[config.mk]
export PLATFORM = sky130hd
export DESIGN_NAME = tfc_cmd_exec
export DESIGN_NICKNAME = d
export VERILOG_FILES = /design/src/pkg/tfc_pkg.sv /design/src/verilog/tfc_cmd_exec.sv /design/src/verilog/tfc_fifo.sv /design/src/verilog/tfc_lba_step.sv
export VERILOG_INCLUDE_DIRS = /design/src /design/src/pkg
export SDC_FILE = /design/constraint.sdc
export NUM_CORES = 2
export LEC_CHECK = 0
export BUFFER_PORTS_ARGS = -buffer_cell sky130_fd_sc_hd__buf_4
export CAP_MARGIN = 25
export CORE_MARGIN = 2
export CORE_UTILIZATION = 30
export DETAILED_ROUTE_END_ITERATION = 8
export MAX_ROUTING_LAYER = met4
export PLACE_DENSITY = 0.56
export SETUP_SLACK_MARGIN = 0.02
export SKIP_CTS_REPAIR_TIMING = 1
export SLEW_MARGIN = 0
export SYNTH_ARGS = -nofsm -noshare
export SYNTH_HDL_FRONTEND = slang
export SYNTH_MEMORY_MAX_BITS = 65536
export SYNTH_SLANG_ARGS = --single-unit
[constraint.sdc]
create_clock -name clk -period 14 [get_ports clk]
set_input_delay 3.5 -clock clk [delete_from_list [all_inputs] [get_ports clk]]
set_output_delay 3.5 -clock clk [all_outputs]
set_load 0.02 [all_outputs]
[src/pkg/tfc_map.svh]
// Task-file offsets, field positions, opcodes, codes and reset values
`ifndef TFC_MAP_SVH
`define TFC_MAP_SVH
`define TFC_A_DATA 3'h0
`define TFC_A_FEAT 3'h1
`define TFC_A_CNT 3'h2
`define TFC_A_LBA0 3'h3
`define TFC_A_LBA1 3'h4
`define TFC_A_LBA2 3'h5
`define TFC_A_DHS 3'h6
`define TFC_A_CMD 3'h7
`define TFC_OP_RD0 8'h20
`define TFC_OP_RD1 8'h21
`define TFC_OP_VF0 8'h40
`define TFC_OP_VF1 8'h41
`define TFC_OP_NOP_HI 4'h1
`define TFC_OP_SENSE 8'h03
`define TFC_OP_PWDIS 8'hf6
`define TFC_ST_BSY 7
`define TFC_ST_DRDY 6
`define TFC_ST_DRQ 3
`define TFC_ST_ERR 0
`define TFC_ER_ABRT 2
`define TFC_ER_IDNF 4
`define TFC_ER_UNC 6
`define TFC_EX_NONE 8'h00
`define TFC_EX_SELF_OK 8'h01
`define TFC_EX_MISC 8'h09
`define TFC_EX_BAD_CMD 8'h20
`define TFC_EX_BAD_ADDR 8'h21
`define TFC_EX_ADDR_OVF 8'h2f
`define TFC_EX_UNC 8'h11
`define TFC_EX_CORR 8'h18
`define TFC_EX_IDNF 8'h10
`define TFC_EX_ABORT 8'h1f
`define TFC_RST_CNT 8'h01
`define TFC_RST_ERR 8'h00
`define TFC_SECTOR_WORDS 256
`define TFC_PW_WORDS 16
`define TFC_PW_SEL_BIT 0
`endif

[src/pkg/tfc_pkg.sv]
// Types shared by the task-file command logic
package tfc_pkg;
   typedef enum logic [2:0] {
      ST_IDLE = 3'b000,
      ST_FETCH = 3'b001,
      ST_FILL = 3'b010,
      ST_XFER = 3'b011,
      ST_PWIN = 3'b100,
      ST_PWCHK = 3'b101
   } tfc_state_t;
   typedef enum logic [1:0] {
      MED_OK = 2'b00,
      MED_CORR = 2'b01,
      MED_UNC = 2'b10,
      MED_IDNF = 2'b11
   } tfc_med_res_t;
   typedef struct packed {
      logic wr;
      logic rd;
      logic [2:0] addr;
      logic [15:0] wdata;
   } tfc_hreq_t;
   typedef struct packed {
      logic [27:0] lba;
      logic check_only;
   } tfc_med_req_t;
   typedef struct packed {
      logic done;
      tfc_med_res_t res;
   } tfc_med_end_t;
endpackage

[src/verilog/tfc_cmd_exec.sv]
// Command execution for read, verify, no-op, sense and password-disable
// Function
// RULE1: Opcodes 20H and 21H both mean read.
// RULE2: Count zero reads 256, else count sectors.
// RULE3: Read starts at the task-file address.
// RULE4: Per sector: busy, fill, request, unbusy, interrupt.
// RULE5: Host takes 512 bytes per request.
// RULE6: Read done leaves last sector address.
// RULE7: Read error stops, keeps address and data.
// RULE8: Verify opcodes read without data request.
// RULE9: Verify busy until checked, one interrupt.
// RULE10: Verify done leaves last sector address.
// RULE11: Verify error loads address and unverified count.
// RULE12: Opcodes 1XH complete with no effect.
// RULE13: Opcode 03H puts extended code in error.
// RULE14: Codes 00,01,09,20,21,2F as listed.
// RULE15: Codes 11,18,10/14,1F for media faults.
// RULE16: Diagnostic, voltage, spare, format codes pass through.
// RULE17: Opcode F6H takes one host sector.
// RULE18: Word0 bit0 selects; words 1-16 password.
// RULE19: Matching password turns lock mode off.
// RULE20: Stored master password is never changed.
// RULE21: Mismatch keeps lock, ends with abort.
// RULE22: Last host read clears request, stays idle.
`timescale 1ns/1ps
`include "tfc_map.svh"
module tfc_cmd_exec
   import tfc_pkg::*;
#(
   parameter int WORDS = `TFC_SECTOR_WORDS,
   parameter int FIFO_DEPTH = 8
) (
   // Clock and reset
   input wire logic clk,
   input wire logic rst_n,
   // Host task file
   input wire tfc_hreq_t hreq,
   output logic [15:0] hst_rdata,
   output logic intrq,
   // Media engine
   output logic med_req_valid,
   output tfc_med_req_t med_req,
   input wire logic med_data_valid,
   input wire logic [15:0] med_data,
   output logic med_data_ready,
   input wire tfc_med_end_t med_end,
   // Firmware side
   input wire logic diag_valid,
   input wire logic [7:0] diag_code,
   input wire logic [255:0] pw_user,
   input wire logic [255:0] pw_master,
   input wire logic lock_set,
   output logic lock_mode
);
   localparam int PW = $clog2(WORDS);

   generate
      if (WORDS < `TFC_PW_WORDS + 1 || (WORDS & (WORDS - 1)) != 0) begin : g_chk
         $error("sector words must be a power of two above the password size");
      end
   endgenerate

   tfc_state_t state;
   logic [7:0] cnt;
   logic [7:0] lba0;
   logic [7:0] lba1;
   logic [7:0] lba2;
   logic [7:0] dhs;
   logic [7:0] err_reg;
   logic [7:0] ext_code;
   logic bsy;
   logic drq;
   logic err;
   logic verify;
   logic stop_rd;
   logic [8:0] remaining;
   logic done_seen;
   tfc_med_res_t done_res;
   logic [PW-1:0] ptr;
   logic [15:0] buf_mem [WORDS];
   logic [27:0] lba_next;
   logic fifo_valid;
   logic [15:0] fifo_data;
   logic fifo_pop;
   logic wr_hit;
   logic cmd_wr;
   logic fill_end;
   logic data_rd;
   logic data_wr;
   logic xfer_last;
   logic pw_last;
   logic more;
   logic res_ok;
   logic step_addr;
   logic cnt_err_load;
   logic pw_match;

   // Media words queue here; the queue drains into the buffer only while filling
   tfc_fifo #(.W(16), .D(FIFO_DEPTH)) u_fifo (
      .clk(clk),
      .rst_n(rst_n),
      .in_valid(med_data_valid),
      .in_data(med_data),
      .in_ready(med_data_ready),
      .out_valid(fifo_valid),
      .out_data(fifo_data),
      .out_ready(fifo_pop)
   );

   // Address of the following sector
   tfc_lba_step #(.AW(28)) u_step (
      .lba_in({dhs[3:0], lba2, lba1, lba0}),
      .lba_out(lba_next),
      .wrap()
   );

   // Compare words 1..16 against the chosen stored password
   function automatic logic pw_equal(input logic [255:0] pw);
      logic eq;
      eq = 1'b1;
      for (int i = 0; i < `TFC_PW_WORDS; i++) begin
         if (buf_mem[i + 1] != pw[i*16 +: 16]) begin
            eq = 1'b0;
         end
      end
      return eq;
   endfunction

   // Decoded events of this cycle
   always_comb begin
      wr_hit = hreq.wr && !bsy;
      cmd_wr = wr_hit && hreq.addr == `TFC_A_CMD && state == ST_IDLE;
      fifo_pop = (state == ST_FILL) && !verify && fifo_valid;
      fill_end = (state == ST_FILL) && done_seen && (verify || !fifo_valid);
      data_rd = hreq.rd && hreq.addr == `TFC_A_DATA && state == ST_XFER;
      data_wr = hreq.wr && hreq.addr == `TFC_A_DATA && state == ST_PWIN;
      xfer_last = data_rd && ptr == PW'(WORDS - 1); // RULE5
      pw_last = data_wr && ptr == PW'(WORDS - 1);
      more = remaining != 9'h001;
      res_ok = !done_res[1];
      step_addr = (xfer_last && more && !stop_rd)
         || (fill_end && verify && res_ok && more); // RULE6 RULE10
      cnt_err_load = fill_end && verify && !res_ok; // RULE11
      pw_match = buf_mem[0][`TFC_PW_SEL_BIT] ? pw_equal(pw_master)
         : pw_equal(pw_user); // RULE18
   end

   // Task-file registers: host writes when idle, stepping and error reload
   always_ff @(posedge clk) begin
      if (!rst_n) begin
         cnt <= `TFC_RST_CNT;
         lba0 <= 8'h00;
         lba1 <= 8'h00;
         lba2 <= 8'h00;
         dhs <= 8'h00;
      end else if (step_addr) begin
         {dhs[3:0], lba2, lba1, lba0} <= lba_next;
      end else if (cnt_err_load) begin
         cnt <= remaining[7:0]; // RULE11
      end else if (wr_hit && state == ST_IDLE) begin
         unique case (hreq.addr)
            `TFC_A_CNT: cnt <= hreq.wdata[7:0];
            `TFC_A_LBA0: lba0 <= hreq.wdata[7:0];
            `TFC_A_LBA1: lba1 <= hreq.wdata[7:0];
            `TFC_A_LBA2: lba2 <= hreq.wdata[7:0];
            `TFC_A_DHS: dhs <= hreq.wdata[7:0];
            `TFC_A_DATA, `TFC_A_FEAT, `TFC_A_CMD: ;
         endcase
      end
   end

   // Sector buffer and its word pointer
   always_ff @(posedge clk) begin
      if (!rst_n) begin
         ptr <= '0;
      end else if (cmd_wr || state == ST_FETCH) begin
         ptr <= '0;
      end else if (fifo_pop || data_rd || data_wr) begin
         ptr <= ptr + 1'b1;
      end
   end

   // Buffer storage, from media or from the host password sector
   always_ff @(posedge clk) begin
      if (fifo_pop) begin
         buf_mem[ptr] <= fifo_data;
      end else if (data_wr) begin
         buf_mem[ptr] <= hreq.wdata; // RULE17
      end
   end

   // Media completion is caught and held until the next sector fetch
   always_ff @(posedge clk) begin
      if (!rst_n) begin
         done_seen <= 1'b0;
         done_res <= MED_OK;
      end else if (state == ST_FETCH) begin
         done_seen <= 1'b0;
      end else if (med_end.done && state == ST_FILL) begin
         done_seen <= 1'b1;
         done_res <= med_end.res;
      end
   end

   // Media request, issued once per sector
   always_ff @(posedge clk) begin
      if (!rst_n) begin
         med_req_valid <= 1'b0;
         med_req <= '0;
      end else begin
         med_req_valid <= (state == ST_FETCH);
         med_req.lba <= {dhs[3:0], lba2, lba1, lba0}; // RULE3
         med_req.check_only <= verify; // RULE8
      end
   end

   // Lock mode; a set from firmware wins over a clear
   always_ff @(posedge clk) begin
      if (!rst_n) begin
         lock_mode <= 1'b0;
      end else if (lock_set) begin
         lock_mode <= 1'b1;
      end else if (state == ST_PWCHK && pw_match) begin
         lock_mode <= 1'b0; // RULE19 RULE20
      end
   end

   // Command sequencer with status, error and interrupt
   always_ff @(posedge clk) begin
      if (!rst_n) begin
         state <= ST_IDLE;
         bsy <= 1'b0;
         drq <= 1'b0;
         err <= 1'b0;
         verify <= 1'b0;
         stop_rd <= 1'b0;
         remaining <= 9'h001;
         err_reg <= `TFC_RST_ERR;
         ext_code <= `TFC_EX_NONE;
         intrq <= 1'b0;
      end else begin
         // A status read acknowledges; a new event below wins
         if (hreq.rd && hreq.addr == `TFC_A_CMD) begin
            intrq <= 1'b0;
         end
         if (diag_valid && !bsy) begin
            ext_code <= diag_code; // RULE16
         end
         unique case (state)
            ST_IDLE: begin
               if (cmd_wr) begin
                  err <= 1'b0;
                  stop_rd <= 1'b0;
                  remaining <= (cnt == 8'h00) ? 9'h100 : {1'b0, cnt}; // RULE2
                  if (hreq.wdata[7:0] == `TFC_OP_RD0
                     || hreq.wdata[7:0] == `TFC_OP_RD1) begin
                     verify <= 1'b0; // RULE1
                     bsy <= 1'b1; // RULE4
                     state <= ST_FETCH;
                  end else if (hreq.wdata[7:0] == `TFC_OP_VF0
                     || hreq.wdata[7:0] == `TFC_OP_VF1) begin
                     verify <= 1'b1; // RULE8
                     bsy <= 1'b1; // RULE9
                     state <= ST_FETCH;
                  end else if (hreq.wdata[7:4] == `TFC_OP_NOP_HI) begin
                     intrq <= 1'b1; // RULE12
                  end else if (hreq.wdata[7:0] == `TFC_OP_SENSE) begin
                     err_reg <= ext_code; // RULE13
                     intrq <= 1'b1;
                  end else if (hreq.wdata[7:0] == `TFC_OP_PWDIS) begin
                     drq <= 1'b1; // RULE17
                     state <= ST_PWIN;
                  end else begin
                     err <= 1'b1;
                     err_reg <= 8'h01 << `TFC_ER_ABRT;
                     ext_code <= `TFC_EX_BAD_CMD; // RULE14
                     intrq <= 1'b1;
                  end
               end
            end
            ST_FETCH: state <= ST_FILL;
            ST_FILL: begin
               if (fill_end) begin
                  unique case (done_res) // RULE15
                     MED_OK: ext_code <= `TFC_EX_NONE;
                     MED_CORR: ext_code <= `TFC_EX_CORR;
                     MED_UNC: ext_code <= `TFC_EX_UNC;
                     MED_IDNF: ext_code <= `TFC_EX_IDNF;
                  endcase
                  if (!res_ok) begin
                     err <= 1'b1;
                     err_reg <= (done_res == MED_UNC) ? 8'h01 << `TFC_ER_UNC
                        : 8'h01 << `TFC_ER_IDNF;
                  end
                  if (verify) begin
                     if (res_ok && more) begin
                        remaining <= remaining - 9'h001;
                        state <= ST_FETCH;
                     end else begin
                        bsy <= 1'b0; // RULE9 RULE11
                        intrq <= 1'b1;
                        state <= ST_IDLE;
                     end
                  end else if (done_res == MED_IDNF) begin
                     bsy <= 1'b0; // RULE7
                     intrq <= 1'b1;
                     state <= ST_IDLE;
                  end else begin
                     stop_rd <= (done_res == MED_UNC); // RULE7
                     drq <= 1'b1; // RULE4
                     bsy <= 1'b0;
                     intrq <= 1'b1;
                     state <= ST_XFER;
                  end
               end
            end
            ST_XFER: begin
               if (xfer_last) begin
                  drq <= 1'b0;
                  if (more && !stop_rd) begin
                     remaining <= remaining - 9'h001;
                     bsy <= 1'b1; // RULE4
                     state <= ST_FETCH;
                  end else begin
                     state <= ST_IDLE; // RULE22
                  end
               end
            end
            ST_PWIN: begin
               if (pw_last) begin
                  drq <= 1'b0;
                  bsy <= 1'b1;
                  state <= ST_PWCHK;
               end
            end
            ST_PWCHK: begin
               bsy <= 1'b0;
               intrq <= 1'b1;
               state <= ST_IDLE;
               if (!pw_match) begin
                  err <= 1'b1; // RULE21
                  err_reg <= 8'h01 << `TFC_ER_ABRT;
                  ext_code <= `TFC_EX_ABORT;
               end
            end
            default: state <= ST_IDLE;
         endcase
      end
   end

   // Host read port: data, error, task file and status
   always_ff @(posedge clk) begin
      if (!rst_n) begin
         hst_rdata <= 16'h0000;
      end else if (hreq.rd) begin
         unique case (hreq.addr)
            `TFC_A_DATA: hst_rdata <= data_rd ? buf_mem[ptr] : 16'h0000;
            `TFC_A_FEAT: hst_rdata <= {8'h00, err_reg};
            `TFC_A_CNT: hst_rdata <= {8'h00, cnt};
            `TFC_A_LBA0: hst_rdata <= {8'h00, lba0};
            `TFC_A_LBA1: hst_rdata <= {8'h00, lba1};
            `TFC_A_LBA2: hst_rdata <= {8'h00, lba2};
            `TFC_A_DHS: hst_rdata <= {8'h00, dhs};
            `TFC_A_CMD: hst_rdata <= {8'h00, bsy, !bsy, 2'b00, drq, 2'b00, err};
         endcase
      end
   end
endmodule // tfc_cmd_exec

[src/verilog/tfc_fifo.sv]
// Word FIFO between the media stream and the sector buffer
`timescale 1ns/1ps
module tfc_fifo #(
   parameter int W = 16,
   parameter int D = 8
) (
   // Clock and reset
   input wire logic clk,
   input wire logic rst_n,
   // Fill side
   input wire logic in_valid,
   input wire logic [W-1:0] in_data,
   output logic in_ready,
   // Drain side
   output logic out_valid,
   output logic [W-1:0] out_data,
   input wire logic out_ready
);
   localparam int AW = $clog2(D);
   logic [W-1:0] mem [D];
   logic [AW-1:0] wr_idx;
   logic [AW-1:0] rd_idx;
   logic [AW:0] count;
   logic [AW:0] next_count;
   logic push;
   logic pop;

   generate
      if (D < 2 || (D & (D - 1)) != 0) begin : g_chk
         $error("tfc_fifo depth must be a power of two, at least 2");
      end
   endgenerate

   // Handshakes on both sides
   assign push = in_valid && in_ready;
   assign pop = out_valid && out_ready;
   assign out_valid = (count != '0);
   assign out_data = mem[rd_idx];

   // Occupancy after this edge
   always_comb begin
      next_count = count;
      if (push && !pop) begin
         next_count = count + 1'b1;
      end else if (pop && !push) begin
         next_count = count - 1'b1;
      end
   end

   // Pointers, occupancy and registered ready
   always_ff @(posedge clk) begin
      if (!rst_n) begin
         wr_idx <= '0;
         rd_idx <= '0;
         count <= '0;
         in_ready <= 1'b0;
      end else begin
         if (push) begin
            wr_idx <= wr_idx + 1'b1;
         end
         if (pop) begin
            rd_idx <= rd_idx + 1'b1;
         end
         count <= next_count;
         in_ready <= (next_count != D[AW:0]);
      end
   end

   // Storage
   always_ff @(posedge clk) begin
      if (push) begin
         mem[wr_idx] <= in_data;
      end
   end
endmodule // tfc_fifo

[src/verilog/tfc_lba_step.sv]
// Next sector address, wrapping at the top of the address space
`timescale 1ns/1ps
module tfc_lba_step #(
   parameter int AW = 28
) (
   // Address in and out
   input wire logic [AW-1:0] lba_in,
   output logic [AW-1:0] lba_out,
   output logic wrap
);
   generate
      if (AW < 8) begin : g_chk
         $error("tfc_lba_step needs at least 8 address bits");
      end
   endgenerate

   // Step by one sector
   assign lba_out = lba_in + 1'b1;
   assign wrap = &lba_in;
endmodule // tfc_lba_step

==> impl_results.md <==
- Worst reg-to-reg setup slack: 7.85 ns
- Max Slew Vio Count: 46
- Synthesis Warnings: 0
- DRT Wirelength: 622 mm
- Leading registers by flop count: buf_mem (4096), u_fifo.mem (128), med_req (29)
- Most frequent cells in the layout: edfxtp_1 (4224), mux4_2 (1271), buf_4 (903)
- FFs w/ async S/R, synth: 0%
- Leakage power: 62.3 nW
- Failing checks: slew limit
- Most common cell on crit path: buf_4
- Final setup viols: 0
- Met2 Use GR: between 30% and 40%
- Site Rows: 281
- Number of port buffers: a little over 600
- Die ar.: around 0.59 mm²
- Top reg by flops: buf_mem
- Run status: finished, violations left
- Commonest non-fill, non-tap cell in the layout: edfxtp_1
- Buf/Inv on CP: 6
- Fmax: between 0.1 and 0.15 GHz
- Core box area: 0.584 mm²
- Fin Clk Skew: 0.0930 ns
- EDFF count, synth: 4224
- Post-synthesis cell type count: 82
- Cells after Synth: 8533
- Max reg flops: 4096
- Initial core utilization: 30.1%
- P&R area growth vs syn: 17.2%
- Largest net degree at the start of global routing: 192
- WHS Endpoint: dhs[7]$_SDFFE_PN0P_
- Number of global-route vias before repair: 93398
- CTS sink count: 4378
- Startpoint types: input port
- Minimum clock period: approximately 7.0 ns
- Synth Register Bits: 4378
- Io pins: 614
- Post-Synthesis Net Count: 9109
- GP Congestion: just under 1
- 1st-iter DRT viols: 14035
- Vias per inst: 5.38
- Final #Nets: a little over 10000
- Worst Path Arrival: 7.75 ns
- Max transition margin: -5.21%
- Grt ovf: 0
- CTS tree: yes
- Inst Count DP: 16813
- H-tree lvl count: 5
- R2r worst-path depth: 9
- Die extent in x: 769 µm
- Antenna violations before repair: 65
- Crit-path max FO: 68
- HP Start: dhs[7]$_SDFFE_PN0P_
- First-pass GRT wire length: 833 mm
- Worst-skew pair later-pin latency: 1.05 ns
- Worst Hold Class: flip-flop to flip-flop
- Synthesized area: 0.176 mm²
- Die Ht: around 770 µm
- Reg clk slew, reported paths: around 0.06 ns
- Pwr Density: between 100 and 150 mW/mm²
- Setup TNS: 0 ns
- Drt wl/cell: roughly 35 µm
- Dpl hpwl: around 430 mm
- CTS Buffer Depth: 4
- Max-Cap Viols: 0
- Post-route ant nets: 0
- RSZ-0062 raised after global routing: false
- Worst slew pin tran: 1.58 ns
- Worst Setup End Kind: flip-flop
- Register area share after synthesis: 74.0%
- Drt pass-1 iters: 7
- Drt drc: 0
- CTS Buf Count: 426
- Hold Crit Depth: 2
- GR Util met3: 3.80%
- Slowest-stage cell, CP: buf_4
- Setup Crit Path Kind: input port to flip-flop
- Final Cycle Share: approximately half
- Final hold violations: 0
- Top Usage Layer GRT: met2
- CP required: between 10 and 15 ns
- Syn avg cell area: 20.6 µm²
- Post-route insts no fill: about 18000
- Predominant post-synthesis flop cell: edfxtp_1
- Via Count: 95063
- Met1 Track Usage GR: 29.2%
- Crit-path leading delay family: buffers and inverters
- CP Cell Sequence: buf_4 > nor3_1 > nand4_1 > buf_4 > buf_4 > nor2_1 > a21oi_4 > buf_4 > buf_4 > buf_4
- Layout cell share with drive strength beyond 1: between 30% and 40%
- Max VDD drop: 114 µV
- CP peak stage delay: 0.82 ns
- Worst R2R End: hst_rdata[6]$_SDFFE_PN0P_
- Root buffer cell: clkbuf_16
- Gr usage total: 21.0%
tightest hold or removal path, delay by kind of cell, from the launching register on:
family | cells | cell delay, ns
compound gates | 1 | 0.05
flops | 1 | 0.31
simple gates | 1 | 0.05
synth_stat cells (99+ instances only):
| library cell | n | area, µm² |
|---|---|---|
| buf_2 | 120 | 601 |
| mux4_2 | 1271 | 28600 |
| mux2i_1 | 99 | 991 |
| clkbuf_1 | 214 | 803 |
| dfxtp_1 | 154 | 3080 |
| nand2_1 | 187 | 702 |
| edfxtp_1 | 4224 | 127000 |
| xnor2_1 | 195 | 1710 |
| nand2b_1 | 131 | 820 |
| a21oi_1 | 112 | 561 |
| inv_1 | 204 | 766 |
| nor2_1 | 426 | 1600 |
report_power, final:
group          switching [mW]  internal (mW)
combinational           0.453          0.188
clock                    5.03           6.42
sequential             0.0122           14.3
total                    5.50           21.0
stage by stage:
stage / worst slack [ns] / power, mW / cell area (µm²) / utilization, % / hold WS (ns)
3_3_place_gp: 5.01 / 15.3 / 191000 / 32.7 / 0.439
3_5_place_dp: 5.93 / 15.3 / 192000 / 32.8 / 0.448
4_1_cts: 7.04 / 26.6 / 205000 / 35.1 / 0.455
5_1_grt: 6.81 / 27.1 / 206000 / 35.2 / 0.492
6_report: 6.97 / 26.5 / 206000 / 35.2 / 0.455
2_1_floorplan: 1.21 / 14.9 / 176000 / - / 0.429
worst max path at each step:
stage,startpoint,end,slack (ns),cells after the start
4_1_cts,hreq[18],buf_mem[199][3]$_DFFE_PP_,7.04,10
2_1_floorplan,hreq[18],buf_mem[0][6]$_DFFE_PP_,1.21,6
6_report,hreq[18],buf_mem[199][3]$_DFFE_PP_,6.97,10
3_5_place_dp,hreq[18],buf_mem[88][3]$_DFFE_PP_,5.93,10
5_1_grt,hreq[18],buf_mem[196][3]$_DFFE_PP_,6.81,10
3_3_place_gp,pw_master[143],ext_code[0]$_SDFF_PN0_,5.01,10
kinds of logic after synthesis:
family                     share of synthesized area [%]
buffers and inverters                               1.65
and+or+nand+nor                                     3.41
DFF                                                 74.0
xor gates and xnor gates                            1.32
adders and majority gates                         0.0783
AOI/OAI and AO/OA                                   2.58
muxes                                               17.0
per-layer routing:
metal	up-vias	routed length (µm)	share of wire, %
met2	5141	288000	46
met1	51706	262000	42
met3	724	54100	8.7
met5	-	0	0
li1	37492	-	-
met4	0	17500	2.8
cell type report:
cell class | count | area [µm²]
fillers | 53939 | 379000
flip-flops and latches | 4378 | 130000
multi-input cells | 3507 | 43600
clock buffers | 520 | 11100
well taps | 7782 | 9740
repair buffers | 964 | 7840
clock inverters | 265 | 2680
inverters | 206 | 774
diodes | 37 | 92.6
No activity file was read; power rests on OpenSTA's default activity.
